$ cat src/logic/led_stage_consts.vh
`ifndef LED_STAGE_CONSTS_VH
`define LED_STAGE_CONSTS_VH
// ==========================================================
// register map (byte addresses, one word each)
`define REG_MODE1        8'h00
`define REG_SECOND_MODE_REGISTER        8'h04
`define REG_GROUP_DUTY   8'h08
`define REG_GROUP_PERIOD 8'h0c
`define REG_SELECT       8'h10
`define REG_DUTY_BASE    8'h20
// ==========================================================
// field positions
`define MODE1_SLEEP_BIT  4
`define SECOND_MODE_REGISTER_BLINK_BIT  5
`define SECOND_MODE_REGISTER_INVERT_BIT 4
`define SECOND_MODE_REGISTER_TOTEM_BIT  2
`define SECOND_MODE_REGISTER_DISABLED_OUTPUT_STATE_LSB  0
// ==========================================================
// reset values
`define MODE1_RESET      8'h00
`define SECOND_MODE_REGISTER_RESET      8'h04
`define GROUP_DUTY_RESET 8'hff
// ==========================================================
// timing
`define CLK_HZ           25000000
`define IND_PWM_HZ       97000
`define GRP_DIM_HZ       190
`define BLINK_MAX_HZ     24
`define IND_TICK_CYCLES  (`CLK_HZ / (`IND_PWM_HZ * 256))
`define GRP_TICK_CYCLES  (`CLK_HZ / (`GRP_DIM_HZ * 256))
`define BLINK_TICK_CYCLES (`CLK_HZ / (`BLINK_MAX_HZ * 256))
`endif

$ cat src/logic/led_output_pwm_stage.v
`timescale 1ns/1ns
`default_nettype none
`include "led_stage_consts.vh"
module led_output_pwm_stage
#(
  parameter CHANNELS    = 8,
  parameter IND_CYCLES  = `IND_TICK_CYCLES,
  parameter GRP_CYCLES  = `GRP_TICK_CYCLES,
  parameter BLINK_CYCLES = `BLINK_TICK_CYCLES
)
(
  input  wire                ref_clk,
  input  wire                rst_n,
  input  wire                psel,
  input  wire                penable,
  input  wire                pwrite,
  input  wire [7:0]          paddr,
  input  wire [31:0]         pwdata,
  output reg  [31:0]         prdata,
  output wire                pready,
  output wire                pslverr,
  input  wire                output_disable,
  output reg  [CHANNELS-1:0] led_pin_out,
  output reg  [CHANNELS-1:0] led_pin_oe
);
  // ==========================================================
  // registers
  reg  [7:0]            mode1;
  reg  [7:0]            second_mode_register;
  reg  [7:0]            group_duty_value;
  reg  [7:0]            group_period;
  reg  [2*CHANNELS-1:0] channel_output_select;
  reg  [7:0]            channel_duty_value [0:CHANNELS-1];
  reg                   oe_meta;
  reg                   oe_sync;
  integer               i;
  wire sleep                    = mode1[`MODE1_SLEEP_BIT];
  wire group_blink_select       = second_mode_register[`SECOND_MODE_REGISTER_BLINK_BIT];
  wire output_polarity_invert   = second_mode_register[`SECOND_MODE_REGISTER_INVERT_BIT];
  wire totem_pole_drive_select  = second_mode_register[`SECOND_MODE_REGISTER_TOTEM_BIT];
  wire [1:0] disabled_output_state = second_mode_register[`SECOND_MODE_REGISTER_DISABLED_OUTPUT_STATE_LSB+1:`SECOND_MODE_REGISTER_DISABLED_OUTPUT_STATE_LSB];
  wire access = psel && penable;
  wire duty_hit = (paddr >= `REG_DUTY_BASE) && (paddr < `REG_DUTY_BASE + 4*CHANNELS)
                  && (paddr[1:0] == 2'b00);
  wire [7:0] duty_idx = (paddr - `REG_DUTY_BASE) >> 2;
  wire known = (paddr == `REG_MODE1) || (paddr == `REG_SECOND_MODE_REGISTER)
               || (paddr == `REG_GROUP_DUTY) || (paddr == `REG_GROUP_PERIOD)
               || (paddr == `REG_SELECT) || duty_hit;
  assign pready  = 1'b1;
  assign pslverr = access && !known;
  // ==========================================================
  // apb writes, enable pin synchroniser
  always @(posedge ref_clk)
  begin
    if (!rst_n)
    begin
      mode1                 <= `MODE1_RESET;
      second_mode_register  <= `SECOND_MODE_REGISTER_RESET;
      group_duty_value      <= `GROUP_DUTY_RESET;
      group_period          <= 8'h00;
      channel_output_select <= {2*CHANNELS{1'b0}};
      for (i = 0; i < CHANNELS; i = i + 1)
        channel_duty_value[i] <= 8'h00;
      // reset to enabled: a disabled reset value would park the pins low
      // for two cycles after reset instead of leaving them high
      oe_meta <= 1'b0;
      oe_sync <= 1'b0;
    end
    else
    begin
      oe_meta <= output_disable;
      oe_sync <= oe_meta;
      if (access && pwrite)
      begin
        if (paddr == `REG_MODE1)
          mode1 <= pwdata[7:0];
        if (paddr == `REG_SECOND_MODE_REGISTER)
          second_mode_register <= pwdata[7:0];
        if (paddr == `REG_GROUP_DUTY)
          group_duty_value <= pwdata[7:0];
        if (paddr == `REG_GROUP_PERIOD)
          group_period <= pwdata[7:0];
        if (paddr == `REG_SELECT)
          channel_output_select <= pwdata[2*CHANNELS-1:0];
        if (duty_hit)
          channel_duty_value[duty_idx[2:0]] <= pwdata[7:0];
      end
    end
  end
  // ==========================================================
  // read mux, state bits show live pin levels
  // captured in the setup cycle so read data comes from a flop and stands all access
  reg  [31:0] next_prdata;
  always @*
  begin
    next_prdata = 32'h00000000;
    if (paddr == `REG_MODE1)
      next_prdata = {24'h000000, mode1};
    else if (paddr == `REG_SECOND_MODE_REGISTER)
      next_prdata = {16'h0000, led_pin_out[7:0], second_mode_register};
    else if (paddr == `REG_GROUP_DUTY)
      next_prdata = {24'h000000, group_duty_value};
    else if (paddr == `REG_GROUP_PERIOD)
      next_prdata = {24'h000000, group_period};
    else if (paddr == `REG_SELECT)
      next_prdata[2*CHANNELS-1:0] = channel_output_select;
    else if (duty_hit)
      next_prdata = {24'h000000, channel_duty_value[duty_idx[2:0]]};
  end
  always @(posedge ref_clk)
  begin
    if (!rst_n)
      prdata <= 32'h00000000;
    else if (psel && !penable)
      prdata <= next_prdata;
  end
  // ==========================================================
  // pwm timebases; sleep stops them so nothing moves
  wire [7:0] ind_phase;
  wire [7:0] dim_phase;
  wire [7:0] blink_phase;
  wire       blink_wrap;
  pwm_counter #(.PRESCALE(IND_CYCLES)) u_ind
  (
    .ref_clk  (ref_clk),
    .rst_n    (rst_n),
    .run      (!sleep),
    .steps_m1 (8'hff),
    .phase    (ind_phase),
    .wrap     ()
  );
  pwm_counter #(.PRESCALE(GRP_CYCLES)) u_dim
  (
    .ref_clk  (ref_clk),
    .rst_n    (rst_n),
    .run      (!sleep),
    .steps_m1 (8'hff),
    .phase    (dim_phase),
    .wrap     ()
  );
  // blink: base tick gives 24 hz; each step repeated period+1 times
  reg  [7:0] stretch;
  wire [7:0] blink_raw;
  wire       blink_step;
  pwm_counter #(.PRESCALE(BLINK_CYCLES)) u_blink
  (
    .ref_clk  (ref_clk),
    .rst_n    (rst_n),
    .run      (!sleep && (stretch == group_period)),
    .steps_m1 (group_period),
    .phase    (blink_raw),
    .wrap     (blink_wrap)
  );
  assign blink_step = 1'b1;
  always @(posedge ref_clk)
  begin
    if (!rst_n)
      stretch <= 8'h00;
    else if (!sleep)
      stretch <= (stretch == group_period) ? 8'h00 : stretch + 8'h01;
  end
  assign blink_phase = blink_raw;
  // ==========================================================
  // group signal and per-pin drive
  function pwm_high;
    input [7:0] phase;
    input [7:0] duty;
    begin
      pwm_high = (phase < duty);
    end
  endfunction
  wire group_active = group_blink_select
                      ? pwm_high(blink_phase, group_duty_value)
                      : pwm_high(dim_phase, group_duty_value);
  reg  [CHANNELS-1:0] next_pin_out;
  reg  [CHANNELS-1:0] next_pin_oe;
  reg  [1:0]          sel;
  reg                 active;
  reg                 low;
  integer             c;
  always @*
  begin
    next_pin_out = {CHANNELS{1'b1}};
    next_pin_oe  = {CHANNELS{1'b1}};
    sel          = 2'b00;
    active       = 1'b0;
    low          = 1'b0;
    for (c = 0; c < CHANNELS; c = c + 1)
    begin
      sel = channel_output_select[2*c +: 2];
      case (sel)
        2'b00: active = 1'b0;
        2'b01: active = 1'b1;
        2'b10: active = pwm_high(ind_phase, channel_duty_value[c]);
        2'b11: active = pwm_high(ind_phase, channel_duty_value[c]) && group_active;
        default: active = 1'b0;
      endcase
      low = active ^ output_polarity_invert;
      if (oe_sync)
      begin
        case (disabled_output_state)
          2'b00:
          begin
            next_pin_out[c] = 1'b0;
            next_pin_oe[c]  = 1'b1;
          end
          2'b01:
          begin
            next_pin_out[c] = 1'b1;
            next_pin_oe[c]  = totem_pole_drive_select;
          end
          default:
          begin
            next_pin_out[c] = 1'b1;
            next_pin_oe[c]  = 1'b0;
          end
        endcase
      end
      else
      begin
        next_pin_out[c] = !low;
        next_pin_oe[c]  = low || totem_pole_drive_select;
      end
    end
  end
  // pins hold while asleep; no step of any pwm can reach them
  always @(posedge ref_clk)
  begin
    if (!rst_n)
    begin
      led_pin_out <= {CHANNELS{1'b1}};
      led_pin_oe  <= {CHANNELS{1'b1}};
    end
    else if (!sleep)
    begin
      led_pin_out <= next_pin_out;
      led_pin_oe  <= next_pin_oe;
    end
  end
  wire unused_ok = blink_wrap & blink_step;
endmodule // led_output_pwm_stage
`default_nettype wire

$ cat src/logic/pwm_counter.v
`timescale 1ns/1ns
`default_nettype none
// ==========================================================
// free-running 8-bit pwm: prescaler then step counter
module pwm_counter
#(
  parameter PRESCALE = 1
)
(
  input  wire       ref_clk,
  input  wire       rst_n,
  input  wire       run,
  input  wire [7:0] steps_m1,
  output reg  [7:0] phase,
  output wire       wrap
);
  reg  [23:0] pre;
  wire        tick;
  assign tick = (pre == PRESCALE[23:0] - 24'h000001);
  assign wrap = tick && (phase == 8'hff);
  always @(posedge ref_clk)
  begin
    if (!rst_n)
    begin
      pre   <= 24'h000000;
      phase <= 8'h00;
    end
    else if (run)
    begin
      pre <= tick ? 24'h000000 : pre + 24'h000001;
      if (tick)
        phase <= phase + 8'h01;
    end
  end
  // steps_m1 reserved for stretched periods handled by caller
  wire unused_ok;
  assign unused_ok = &steps_m1;
endmodule // pwm_counter
`default_nettype wire

$ cat config.mk
export PLATFORM = sky130hd
export DESIGN_NAME = led_output_pwm_stage
export DESIGN_NICKNAME = d
export VERILOG_FILES = /design/src/logic/led_output_pwm_stage.v /design/src/logic/pwm_counter.v
export VERILOG_INCLUDE_DIRS = /design/src /design/src/logic
export SDC_FILE = /design/constraint.sdc
export NUM_CORES = 1
export LEC_CHECK = 0
export BUFFER_PORTS_ARGS = -buffer_cell sky130_fd_sc_hd__buf_2
export CAP_MARGIN = 20
export CORE_ASPECT_RATIO = 0.5
export CORE_MARGIN = 8
export CORE_UTILIZATION = 40
export CTS_CLUSTER_SIZE = 30
export DETAILED_ROUTE_END_ITERATION = 12
export PLACE_DENSITY = 0.68
export SLEW_MARGIN = 10
export SYNTH_ARGS = -nofsm -noshare
export SYNTH_HDL_FRONTEND = slang
export SYNTH_HIERARCHICAL = 1
export SYNTH_SLANG_ARGS = --single-unit
$ cat constraint.sdc
create_clock -name ref_clk -period 3.2 [get_ports ref_clk]
set_clock_uncertainty 0.1 [all_clocks]
set_input_delay 0.48 -clock ref_clk [delete_from_list [all_inputs] [get_ports ref_clk]]
set_output_delay 0.48 -clock ref_clk [all_outputs]
set_load 0.01 [all_outputs]
==> results.py <==
metrics = {
    "cts": {
        "cts_sinks": 250,
        "cts.clk_slew.worst_paths_ps": 60,
        "htreeDepth": 1,
        "cts_buffer_depth": 3,
        "cts_hold_buf": 0,
        "cts_resized": 0,
        "cts_root_buf": "clkbuf_16",
        "cts_setup_buffers": 0,
        "cts_buffers": 25,
        "insertion_delay_ps": 550,
        "cts_tree": "done",
    },
    "floorplan": {
        "start_util": 0.405,
        "rows": 48,
        "dieWidth_um": 280,
        "die_area_sq_um": 41400,
        "core_sq_um": 34400,
        "die-height_um": 148,
        "ios": 96,
    },
    "timing": {
        "drv_slew": 0,
        "min_period_ps": 2720,
        "slew-limit-headroom": 0.266,
        "fin_crit_sh": 0.850,
        "final-setup-viol-count": 0,
        "hold_violations": 0,
        "rsz0062_at_grt": "false",
        "fin_ws_ps": 479,
        "tightestPinTransition_ps": 1090,
        "max_freq_mhz": 368,
        "tns_ps": 0,
    },
    "routing": {
        "routedWlPerCell_um": 17.3,
        "vias": 11100,
        "drtIter0Drc": 1015,
        "viasPerCell": 5.46,
        "drt-total-wl_um": 35100,
        "drc": 0,
        "drtPass1Iterations": 5,
        "antenna_left": 0,
    },
    "place": {
        "hpwl_um": 25700,
        "place.gp.congestion": 0.864,
        "place_ws_ps": 289,
        "port_buffers": 62,
        "placed_cell_area_sq_um": 14700,
    },
    "finish": {
        "area_growth_pct": 11.6,
        "fin_area_sq_um": 15500,
        "drive_gt1_frac": 0.118,
        "nNetsFinal": 1662,
        "antenna-diode-count": 0,
    },
    "critical_path": {
        "r2r-end": "led_pin_oe[4]",
        "path_class": "flop to flop",
        "endpoint": "led_pin_oe[4]",
        "cp.arrival_ps": 3050,
        "startpoint_type": "flop",
        "critPathMaxFanout": 6,
        "cp-end-kind": "flop",
        "r2r_cells": 8,
        "r2r_start": "group_duty_value[3]",
        "cp.required_ps": 3530,
        "critPathLaunch": "group_duty_value[3]",
        "reg2reg_slack_ps": 480,
    },
    "grt": {
        "grt_max_degree": 55,
        "grt_use_met3": 0.0294,
        "antenna_found_initial": 0,
        "met1_usage": 0.226,
        "use_met2": 0.267,
        "gr-total-overflow": 0,
        "first_global_vias": 10400,
        "grt.total_usage": 0.165,
        "top_usage_layer": "met2",
        "grt_pass1_wl_um": 55900,
    },
    "hold_path": {
        "min_path_type": "input pin to flop",
        "min_path_cells": 2,
        "worstHoldStart": "output_disable",
    },
    "logic_synthesis": {
        "synthCells": 1481,
        "syn-cell-area_sq_um": 13900,
        "yosysWarnings": 6,
        "avgSynthCellArea_sq_um": 9.40,
    },
    "run": {
        "cap_violations": 0,
    },
    "run_status": {
        "status": "completed",
    },
    "pwr": {
        "vdd_ir_drop_max_mv": 0.329,
        "powerDensity_nw_per_um2": 435,
        "leakage_nw": 6.20,
    },
}
==> per-stage QoR <==
step / utilization / power [mW] / hold slack [ps] / cells
4_1_cts: 0.452 / 6.81 / 29.3 / 2029
3_5_place_dp: 0.429 / 3.86 / 352 / 1984
5_1_grt: 0.452 / 7.00 / 33.2 / 2029
6_report: 0.452 / 6.76 / 49.0 / 2029
3_3_place_gp: 0.429 / 3.86 / 351 / 1984
2_1_floorplan: - / 3.71 / 312 / 1496
==> metal layers <==
metal  up-vias  part of all wire  wire length [um]
met5         -                 0                 0
met4         0             0.020               707
met3        51             0.060              2100
met1      5298              0.46             16300
met2       283              0.46             16000
li1       5448                 -                 -
==> final cells by class <==
class,instances,area [sq um]
clock buffers,33,691
clock inverters,12,116
fillers,3294,18800
inverters,96,360
multi-input cells,1065,7550
flip-flops and latches,250,5650
well taps,475,594
repair buffers,98,581
==> placed cells by master, fill, tap and decap left out, types with 20 or more instances in the layout <==
master / n
mux2i_1: 34
nand3_1: 39
nand2_1: 128
and2_1: 77
buf_4: 36
nand4_1: 35
a211oi_1: 31
inv_1: 96
ha_1: 80
nor2b_1: 24
or4_1: 25
nor2_1: 80
edfxtp_1: 64
buf_2: 62
a21o_1: 20
clkbuf_16: 26
a21oi_1: 62
dfxtp_1: 186
xnor2_1: 32
xor2_1: 27
nor3_1: 20
o21ai_0: 65
==> where the power goes <==
part / switching, mW / internal, mW / leakage [nW]
logic: 0.266 / 0.173 / 3.70
clock network: 1.28 / 1.68 / 0.396
registers: 0.0556 / 3.30 / 2.11
total: 1.60 / 5.16 / 6.20
==> state kept, by name, summed over array words and instances (netlist names), 8 cells and up <==
register	cells
mode1	8
u_blink/phase	8
prdata	16
u_dim/pre	24
led_pin_out	8
u_blink/pre	24
u_ind/pre	24
channel_duty_value	64
group_duty_value	8
group_period	8
channel_output_select	16
u_ind/phase	8
u_dim/phase	8
stretch	8
second_mode_register	8
led_pin_oe	8
==> worst max-delay path, cell delays in order, from the launching register on <==
cell and delay [ps]:
dfxtp_1 330, inv_1 90, ha_1 320, a2111oi_0 320, o21ai_0 230, a41oi_2 540
nor3_1 190, a21o_1 220, a211o_1 280
==> worst min path at each step <==
stage | to | slack, ps
6_report | oe_meta | 50
5_1_grt | oe_meta | 30
4_1_cts | oe_meta | 30
3_5_place_dp | second_mode_register[7] | 350
3_3_place_gp | second_mode_register[7] | 350
2_1_floorplan | oe_sync | 310
No activity file was read; power rests on OpenSTA's default activity.
